**src/rtl/dac_front_pkg.sv**
```systemverilog
package dac_front_pkg;

    // ------------------------------------------------------------------
    // Frame and channel geometry
    // ------------------------------------------------------------------
    localparam int WORD_BITS = 32;
    localparam int BIT_CNT_W = 6;
    localparam logic [5:0] LAST_BIT = 6'h1f;
    localparam int CHANNELS = 8;
    localparam int CHAN_W = 3;
    localparam int DAC_W = 16;

    // ------------------------------------------------------------------
    // Clear-code setting
    // ------------------------------------------------------------------
    typedef enum logic [1:0] {
        CLR_ZERO = 2'b00,
        CLR_MID = 2'b01,
        CLR_FULL = 2'b10,
        CLR_SPARE = 2'b11
    } clear_code_t;

    localparam clear_code_t CLEAR_CODE_RESET = CLR_ZERO;
    localparam logic [DAC_W-1:0] CODE_ZERO = 16'h0000;
    localparam logic [DAC_W-1:0] CODE_MID = 16'h8000;
    localparam logic [DAC_W-1:0] CODE_FULL = 16'hffff;

    // Clock of the block, for reference by timing figures.
    localparam int SYS_CLK_PERIOD_NS = 25;

endpackage

```
**src/rtl/frame_word_if.sv**
```systemverilog
`timescale 1ns/1ps

interface frame_word_if;
    logic [dac_front_pkg::WORD_BITS-1:0] word;
    logic valid;
    logic busy;

    modport source
    (
        output word,
        output valid,
        output busy
    );

    modport sink
    (
        input word,
        input valid,
        input busy
    );
endinterface

```
**src/rtl/serial_frame_rx.sv**
```systemverilog
`timescale 1ns/1ps

module serial_frame_rx
(
    input wire logic sys_clk_i, // Block clock.
    input wire logic rst_n_i, // Synchronous reset, active low.
    input wire logic frame_sel_n_i, // Frame select pin, active low.
    input wire logic shift_clk_i, // Serial shift clock pin.
    input wire logic data_i, // Serial data pin.
    frame_word_if.source out_if // Captured word toward the core.
);

    // ------------------------------------------------------------------
    // Pin synchronisers
    // ------------------------------------------------------------------
    logic [1:0] sel_sync;
    logic [1:0] sclk_sync;
    logic [1:0] din_sync;
    logic sel_prev;
    logic sclk_prev;

    always_ff @(posedge sys_clk_i)
    begin
        if (!rst_n_i)
        begin
            sel_sync <= 2'b11;
            sclk_sync <= 2'b00;
            din_sync <= 2'b00;
        end
        else
        begin
            sel_sync <= {sel_sync[0], frame_sel_n_i};
            sclk_sync <= {sclk_sync[0], shift_clk_i};
            din_sync <= {din_sync[0], data_i};
        end
    end

    always_ff @(posedge sys_clk_i)
    begin
        if (!rst_n_i)
        begin
            sel_prev <= 1'b1;
            sclk_prev <= 1'b0;
        end
        else
        begin
            sel_prev <= sel_sync[1];
            sclk_prev <= sclk_sync[1];
        end
    end

    logic sel_fall;
    logic sel_rise;
    logic sclk_fall;
    assign sel_fall = sel_prev && !sel_sync[1];
    assign sel_rise = !sel_prev && sel_sync[1];
    assign sclk_fall = sclk_prev && !sclk_sync[1];

    // ------------------------------------------------------------------
    // Shift register and bit count
    // ------------------------------------------------------------------
    logic armed;
    logic [dac_front_pkg::BIT_CNT_W-1:0] bit_cnt;
    logic [dac_front_pkg::WORD_BITS-1:0] shift_reg;

    // Data and clock share the same synchroniser depth, so the data bit
    // seen at a detected falling edge is the one set up before it.
    always_ff @(posedge sys_clk_i)
    begin
        if (!rst_n_i)
        begin
            armed <= 1'b0;
            bit_cnt <= '0;
        end
        else if (sel_fall)
        begin
            armed <= 1'b1;
            bit_cnt <= '0;
        end
        else if (sel_rise)
        begin
            armed <= 1'b0;
            bit_cnt <= '0;
        end
        else if (armed && sclk_fall)
        begin
            bit_cnt <= bit_cnt + 6'h01;
            if (bit_cnt == dac_front_pkg::LAST_BIT)
            begin
                armed <= 1'b0;
            end
        end
    end

    always_ff @(posedge sys_clk_i)
    begin
        if (!rst_n_i)
        begin
            shift_reg <= '0;
        end
        else if (armed && sclk_fall)
        begin
            shift_reg <= {shift_reg[dac_front_pkg::WORD_BITS-2:0], din_sync[1]};
        end
    end

    // ------------------------------------------------------------------
    // Word hand-off
    // ------------------------------------------------------------------
    logic word_done;
    assign word_done = armed && sclk_fall && !sel_rise && !sel_fall
        && (bit_cnt == dac_front_pkg::LAST_BIT);

    always_ff @(posedge sys_clk_i)
    begin
        if (!rst_n_i)
        begin
            out_if.word <= '0;
            out_if.valid <= 1'b0;
        end
        else
        begin
            out_if.valid <= word_done;
            if (word_done)
            begin
                out_if.word <= {shift_reg[dac_front_pkg::WORD_BITS-2:0], din_sync[1]};
            end
        end
    end

    assign out_if.busy = armed;

endmodule

```
**src/rtl/octal_dac_front.sv**
```systemverilog
`timescale 1ns/1ps

module octal_dac_front
#(
    parameter int CHANNELS = dac_front_pkg::CHANNELS,
    parameter int DAC_W = dac_front_pkg::DAC_W
)
(
    input wire logic sys_clk_i, // Block clock, 40 MHz.
    input wire logic rst_n_i, // Synchronous reset, active low.
    input wire logic frame_sel_n_i, // Frame select pin, active low.
    input wire logic shift_clk_i, // Serial shift clock pin.
    input wire logic data_i, // Serial data pin.
    input wire logic load_strobe_n_i, // Load strobe pin, active low.
    input wire logic async_clear_n_i, // Clear pin, falling edge active.
    input wire logic input_wr_i, // Decoder: write one input register.
    input wire logic [dac_front_pkg::CHAN_W-1:0] input_sel_i, // Decoder: channel to write.
    input wire logic [DAC_W-1:0] input_data_i, // Decoder: value to write.
    input wire logic clear_code_wr_i, // Decoder: update clear-code setting.
    input wire logic [1:0] clear_code_i, // Decoder: new clear-code setting.
    output logic [dac_front_pkg::WORD_BITS-1:0] word_o, // Last complete serial word.
    output logic word_valid_o, // One-cycle pulse with a new word.
    output logic frame_busy_o, // Frame armed and shifting.
    output logic [CHANNELS*DAC_W-1:0] input_value_o, // Input registers, packed.
    output logic [CHANNELS*DAC_W-1:0] dac_value_o, // DAC registers, packed.
    output logic [CHANNELS-1:0] pending_o, // Input register holds new data.
    output logic [1:0] clear_code_o // Current clear-code setting.
);

    // ------------------------------------------------------------------
    // Serial receiver
    // ------------------------------------------------------------------
    frame_word_if rx_if();

    serial_frame_rx u_rx
    (
        .sys_clk_i(sys_clk_i),
        .rst_n_i(rst_n_i),
        .frame_sel_n_i(frame_sel_n_i),
        .shift_clk_i(shift_clk_i),
        .data_i(data_i),
        .out_if(rx_if.source)
    );

    always_ff @(posedge sys_clk_i)
    begin
        if (!rst_n_i)
        begin
            word_o <= '0;
            word_valid_o <= 1'b0;
        end
        else
        begin
            word_valid_o <= rx_if.valid;
            if (rx_if.valid)
            begin
                word_o <= rx_if.word;
            end
        end
    end

    assign frame_busy_o = rx_if.busy;

    // ------------------------------------------------------------------
    // Load and clear pin synchronisers
    // ------------------------------------------------------------------
    logic [1:0] load_sync;
    logic [1:0] clear_sync;
    logic clear_prev;

    always_ff @(posedge sys_clk_i)
    begin
        if (!rst_n_i)
        begin
            load_sync <= 2'b11;
            clear_sync <= 2'b11;
            clear_prev <= 1'b1;
        end
        else
        begin
            load_sync <= {load_sync[0], load_strobe_n_i};
            clear_sync <= {clear_sync[0], async_clear_n_i};
            clear_prev <= clear_sync[1];
        end
    end

    // The clear is sampled by the block clock and never by the shift clock,
    // so a clear lands whether or not a frame is running.
    logic clear_fall;
    logic clear_low;
    logic load_active;
    assign clear_fall = clear_prev && !clear_sync[1];
    assign clear_low = !clear_sync[1];
    // A level, not an edge: a tied-low strobe then acts as a transparent latch.
    assign load_active = !load_sync[1] && !clear_low;

    // ------------------------------------------------------------------
    // Clear-code setting
    // ------------------------------------------------------------------
    dac_front_pkg::clear_code_t clear_code;

    always_ff @(posedge sys_clk_i)
    begin
        if (!rst_n_i)
        begin
            clear_code <= dac_front_pkg::CLEAR_CODE_RESET;
        end
        else if (clear_code_wr_i)
        begin
            clear_code <= dac_front_pkg::clear_code_t'(clear_code_i);
        end
    end

    assign clear_code_o = clear_code;

    function automatic logic [DAC_W-1:0] clear_value(input dac_front_pkg::clear_code_t code);
        logic [DAC_W-1:0] v;
        v = dac_front_pkg::CODE_ZERO;
        unique case (code)
            dac_front_pkg::CLR_ZERO: v = dac_front_pkg::CODE_ZERO;
            dac_front_pkg::CLR_MID: v = dac_front_pkg::CODE_MID;
            dac_front_pkg::CLR_FULL: v = dac_front_pkg::CODE_FULL;
            // The spare code clears to zero rather than leaving old data.
            dac_front_pkg::CLR_SPARE: v = dac_front_pkg::CODE_ZERO;
        endcase
        return v;
    endfunction

    logic [DAC_W-1:0] clear_word;
    assign clear_word = clear_value(clear_code);

    // ------------------------------------------------------------------
    // Input registers, pending flags and DAC registers
    // ------------------------------------------------------------------
    logic [DAC_W-1:0] input_reg [CHANNELS];
    logic [DAC_W-1:0] dac_reg [CHANNELS];
    logic [CHANNELS-1:0] pending;

    // A write arriving in the same cycle as a transfer survives as pending,
    // so new data is never lost to the strobe that just fired.
    always_ff @(posedge sys_clk_i)
    begin
        if (!rst_n_i)
        begin
            for (int i = 0; i < CHANNELS; i++)
            begin
                input_reg[i] <= '0;
            end
        end
        else if (clear_fall)
        begin
            for (int i = 0; i < CHANNELS; i++)
            begin
                input_reg[i] <= clear_word;
            end
        end
        else if (input_wr_i)
        begin
            input_reg[input_sel_i] <= input_data_i;
        end
    end

    always_ff @(posedge sys_clk_i)
    begin
        if (!rst_n_i)
        begin
            pending <= '0;
        end
        else if (clear_fall)
        begin
            pending <= '0;
        end
        else
        begin
            for (int i = 0; i < CHANNELS; i++)
            begin
                if (input_wr_i && (input_sel_i == i[dac_front_pkg::CHAN_W-1:0]))
                begin
                    pending[i] <= 1'b1;
                end
                else if (load_active)
                begin
                    pending[i] <= 1'b0;
                end
            end
        end
    end

    always_ff @(posedge sys_clk_i)
    begin
        if (!rst_n_i)
        begin
            for (int i = 0; i < CHANNELS; i++)
            begin
                dac_reg[i] <= '0;
            end
        end
        else if (clear_fall)
        begin
            for (int i = 0; i < CHANNELS; i++)
            begin
                dac_reg[i] <= clear_word;
            end
        end
        else if (load_active)
        begin
            for (int i = 0; i < CHANNELS; i++)
            begin
                if (pending[i])
                begin
                    dac_reg[i] <= input_reg[i];
                end
            end
        end
    end

    // ------------------------------------------------------------------
    // Packed outputs
    // ------------------------------------------------------------------
    always_comb
    begin
        for (int i = 0; i < CHANNELS; i++)
        begin
            input_value_o[i*DAC_W +: DAC_W] = input_reg[i];
            dac_value_o[i*DAC_W +: DAC_W] = dac_reg[i];
        end
    end

    assign pending_o = pending;

endmodule

```
**config.mk**
```make
export PLATFORM = sky130hd
export DESIGN_NAME = octal_dac_front
export DESIGN_NICKNAME = d
export VERILOG_FILES = /design/src/rtl/dac_front_pkg.sv /design/src/rtl/frame_word_if.sv /design/src/rtl/serial_frame_rx.sv /design/src/rtl/octal_dac_front.sv
export SDC_FILE = /design/constraint.sdc
export NUM_CORES = 1
export LEC_CHECK = 0
export BUFFER_PORTS_ARGS = -buffer_cell sky130_fd_sc_hd__buf_4
export CAP_MARGIN = 30
export CORE_ASPECT_RATIO = 1.1
export CORE_MARGIN = 4
export CORE_UTILIZATION = 54
export CTS_CLUSTER_DIAMETER = 50
export DETAILED_ROUTE_END_ITERATION = 7
export GPL_ROUTABILITY_DRIVEN = 1
export PLACE_DENSITY = 0.79
export SLEW_MARGIN = 30
export SYNTH_ARGS = -nofsm -noshare
export SYNTH_HDL_FRONTEND = slang
export SYNTH_SLANG_ARGS = --single-unit
```
**constraint.sdc**
```tcl
create_clock -name sys_clk_i -period 2.96 [get_ports sys_clk_i]
set_input_delay 0.148 -clock sys_clk_i [delete_from_list [all_inputs] [get_ports sys_clk_i]]
set_output_delay 0.148 -clock sys_clk_i [all_outputs]
set_load 0.005 [all_outputs]
```
# After elaboration in Yosys (flattened, before gate mapping)
# Memory sizes are Yosys's and may differ from the RTL's.
# Index checks and enable logic that the tools add are counted.
# word_totals
ramBits	256
n_memories	2
reg_bits	127
out_inout_bits	300
# memory_table
name	depth	word_bits	rd	rd_clocked_by_memory_dff	wr	line	rtl
dac_reg	8	16	8	0	8	octal_dac_front.sv:136	logic [DAC_W-1:0] dac_reg [CHANNELS];
input_reg	8	16	8	0	8	octal_dac_front.sv:135	logic [DAC_W-1:0] input_reg [CHANNELS];
# classes
add_sub_neg	1
n_mux	89
n_reduce_logical	41
n_bitwise	25
n_eq_ne	11
# ops
op	count
16-bit two-way mux	25
1-bit two-way mux	62
16-bit one-hot mux with 3 select lines	1
1-bit bitwise OR	24
1-bit logical AND	17
2-bit nonzero test	8
16-bit OR reduction	1
3-bit equality test, second input constant	4
1-bit logical NOT	7
6-bit by 1-bit adder with 6-bit output, second input constant	1
3-bit by 2-bit equality test with 1-bit output, second input constant	2
6-bit by 5-bit equality test with 1-bit output, second input constant	1
3-bit nonzero test	2
2-bit equality test, second input constant	2
2-bit OR reduction	2
3-bit by 1-bit equality test with 1-bit output, second input constant	1
3-bit logical NOT	1
3-bit two-way mux	1
3-bit OR reduction	1
2-bit by 1-bit equality test with 1-bit output, second input constant	1
2-bit logical NOT	1
2-bit AND reduction	1
1-bit NOT	1

# Depth between registers and ports, before layout
# logic_depth
word_depth	7
mapped_depth	7
mapped_depth_nobuf	5

# Hierarchy
# Synthesis repeated with hierarchy kept, for this count alone.
# hier_totals
cells_unflattened	1139
hier_area_um2	15067.0
# modules_own_cells
mod	area_per_inst_um2	instances	cells_per_inst
octal_dac_front	12126.6	1	801
serial_frame_rx	2940.3	1	338

# Least setup slack after synthesis
# No wires, ideal clock.
# synth_timing
path_kind	register to register
startpoint	register clear_sync[1]
endpoint	memory input_reg[2][0] (enable)
period_less_slack_ns	2.588
path_buffers	1
t_arrival_ns	2.177
required_time_ns	2.549
stages_incl_launch_ff	5
setup_time_ns	0.411
path_slack_ns	0.372
path_cell_list	dfxtp_1 > nand2b_4 > nand4b_1 > clkbuf_1 > o21ai_0
# synth_lines
item	line	rtl
start: declaration	octal_dac_front.sv:68	logic [1:0] clear_sync;
start signal: assignment	octal_dac_front.sv:82	clear_sync <= {clear_sync[0], async_clear_n_i};
end: declaration	octal_dac_front.sv:135	

==> results.cfg <==
[global_route]
grt_use_total = 0.243
antenna_found_initial = 1
grt_pass1_vias = 10200
grt_max_degree = 80
met3_usage = 0.0500
grt.met1_usage = 0.299
grt_overflow = 0
grt_pass1_wl_um = 58600
met2_usage = 0.426
grt-busiest-layer = met2

[critical_path]
crit_fanout = 18
cp.required_ns = 3.03
worst-setup-path-type = flop to flop
startpoint_type = flop
cp.arrival_ns = 2.63
cp_top_family = simple AND/OR/NAND/NOR gates
critPathBufInv = 0
worstPathCellList = nand2b_4, and2_1, nand2_1
slowest_stage = and2_1
cp_slowest_stage_delay_ns = 0.79
end_kind = flop

[logic_synthesis]
ys_types = 52
synth_area_um2 = 15000
synth_seq_cells = 383
syn_area_per_cell_um2 = 11.7
async_flop_share = 0
synth_cells = 1288
synth_edf_count = 256
synth_nets = 1320
ys_seq_area_frac = 0.682
synth_warnings = 0
synth_area_leaders = edfxtp_1, dfxtp_1, nand2_1
synth_largest_area_cell = edfxtp_1
synth_top_area_frac = 0.512
synth-main-ff-cell = edfxtp_1

[drt]
wire_per_inst_um = 19.8
antenna_left = 0
viasPerCell = 5.49
drt_first_pass_iters = 5
drc = 0
wl_um = 39000
initialDrtViolationCount = 1179
via_count = 10800

[sta]
finalSetupTns_ns = 0
worstMarginPinSlew_ns = 0.949
timing.slew.headroom = 0.368
finalHoldViolations = 0
fin_ws_ns = 0.394
whs_ns = 0.0321
fin_crit_sh = 0.867
max_freq_ghz = 0.390
setup_viol = 0
rsz0062_at_grt = false
fin_crit_ns = 2.57
finalMaxSlewViolations = 0
clock_skew_ns = 0.0266

[finish]
area_growth_pct = 26.5
final_common_cell = nand2_1
drive_gt1_frac = 0.283
final_cell_mix = nand2_1, buf_4, edfxtp_1
nets = 1612
fillers = 1920

[clock_tree]
ctsHtreeMaxLevel = 2
insertion_delay_ns = 0.52
clk_path_buf_depth = 3
cts_tree = built
clk_pin_slew_ns = 0.06
cts_root_buf = clkbuf_16
cts-buffers-inserted = 39
ctsResizeCount = 0
clock_sinks = 383

[floorplanning]
dieArea_um2 = 30500
core_um2 = 27200
rows = 63
initial_utilization = 0.552
die_h_um = 183
io_pins = 330
die_w_um = 167

[power]
p_per_area_nw_per_um2 = 622
power_mw = 11.8
ir_drop_v = 0.000579
power_leakage_nw = 8.20

[place]
dp_slack_ns = 0.513
hpwl_um = 26600
numPortBuffers = 329
gp_routability_congestion = 0.849

[flow_run]
cap_violations = 0

[worst_hold_path]
hp-class = primary input to flop

[run_status]
run_status = finished, final reports clean
## cells by family (layout without fill, tap and decap cells)
kind of cell | count (synthesis) | in the layout | synth area share
fa+ha+maj | 2 | 2 | 0.00167
other cells | 0 | 1 | 0
simple gates | 507 | 507 | 0.144
mux | 68 | 68 | 0.0455
flops | 383 | 383 | 0.682
xor+xnor | 2 | 2 | 0.00117
compound gates | 216 | 216 | 0.0893
buf+inv | 110 | 431 | 0.0366
## final cells by class
| type | instances | area [um2] | share of cell area |
|---|---|---|---|
| well taps | 357 | 447 | 0.0235 |
| clock inverters | 16 | 199 | 0.0105 |
| multi-input cells | 795 | 4240 | 0.223 |
| inverters | 4 | 15.0 | 0.000791 |
| flip-flops and latches | 383 | 10200 | 0.539 |
| clock buffers | 54 | 1100 | 0.0581 |
| repair buffers | 357 | 2750 | 0.145 |
| diodes | 1 | 2.50 | 0.000132 |
## metrics by stage
stage / util / std cells / cell area (um2)
finish: 0.698 / 1967 / 19000
global route: 0.698 / 1967 / 19000
CTS: 0.698 / 1966 / 19000
detailed placement: 0.646 / 1885 / 17600
global placement: 0.646 / 1885 / 17600
floorplan: - / 1288 / 15000
## synth_stat cells, types with 2 or more instances
master    instances
ha_1              2
and4b_1           6
and2_0            2
a32o_1            2
mux2_2            2
and3b_1           2
nor2b_1           2
a311oi_4          2
clkbuf_1         42
dfxtp_1         127
nand2b_1         13
a211oi_1          2
inv_1             3
a21oi_1          37
a21o_1           30
mux2i_1          66
buf_4             6
clkbuf_2          3
buf_2            40
nand4_1           9
buf_6             8
and2_1            6
o21ai_0         109
edfxtp_1        256
and3_1            2
nor2_1           38
nand3b_1          2
a31o_2           29
a21oi_2           2
nand3_1           3
nand2b_4          2
or3_1             3
nand2_1         405
buf_1             7
## routing by layer
layer	wire length, um	share of wire
met1	14200	0.37
met2	19700	0.51
met5	0	0
met3	3520	0.090
met4	1480	0.038
## timing repair
item	in CTS	in global routing
hold endpoints to repair	8	0
hold buffers	11	0
setup buffers	0	0
## path summary, 6_finish.rpt
check	startpoint	to	slack, ns	cells after the start
setup / recovery	clear_prev	dac_reg[1][18]	0.39	3
hold reg to reg	clear_sync[0]	clear_sync[1]	0.39	1
setup reg to reg	clear_prev	dac_reg[1][18]	0.39	3
hold / removal	input_data_i[15]	input_reg[6][15]	0.03	2
## worst register-to-register path: stages, from the launching register on
cell      delay (ns)
dfxtp_1         0.37
nand2b_4        0.21
and2_1          0.79
nand2_1         0.73
## report_power, final
| group | leakage (nW) | switching, mW | internal [mW] |
|---|---|---|---|
| sequential | 3.71 | 0.144 | 5.95 |
| clock | 0.641 | 1.96 | 2.98 |
| combinational | 3.85 | 0.431 | 0.360 |
(Power assumes the default switching activity.)
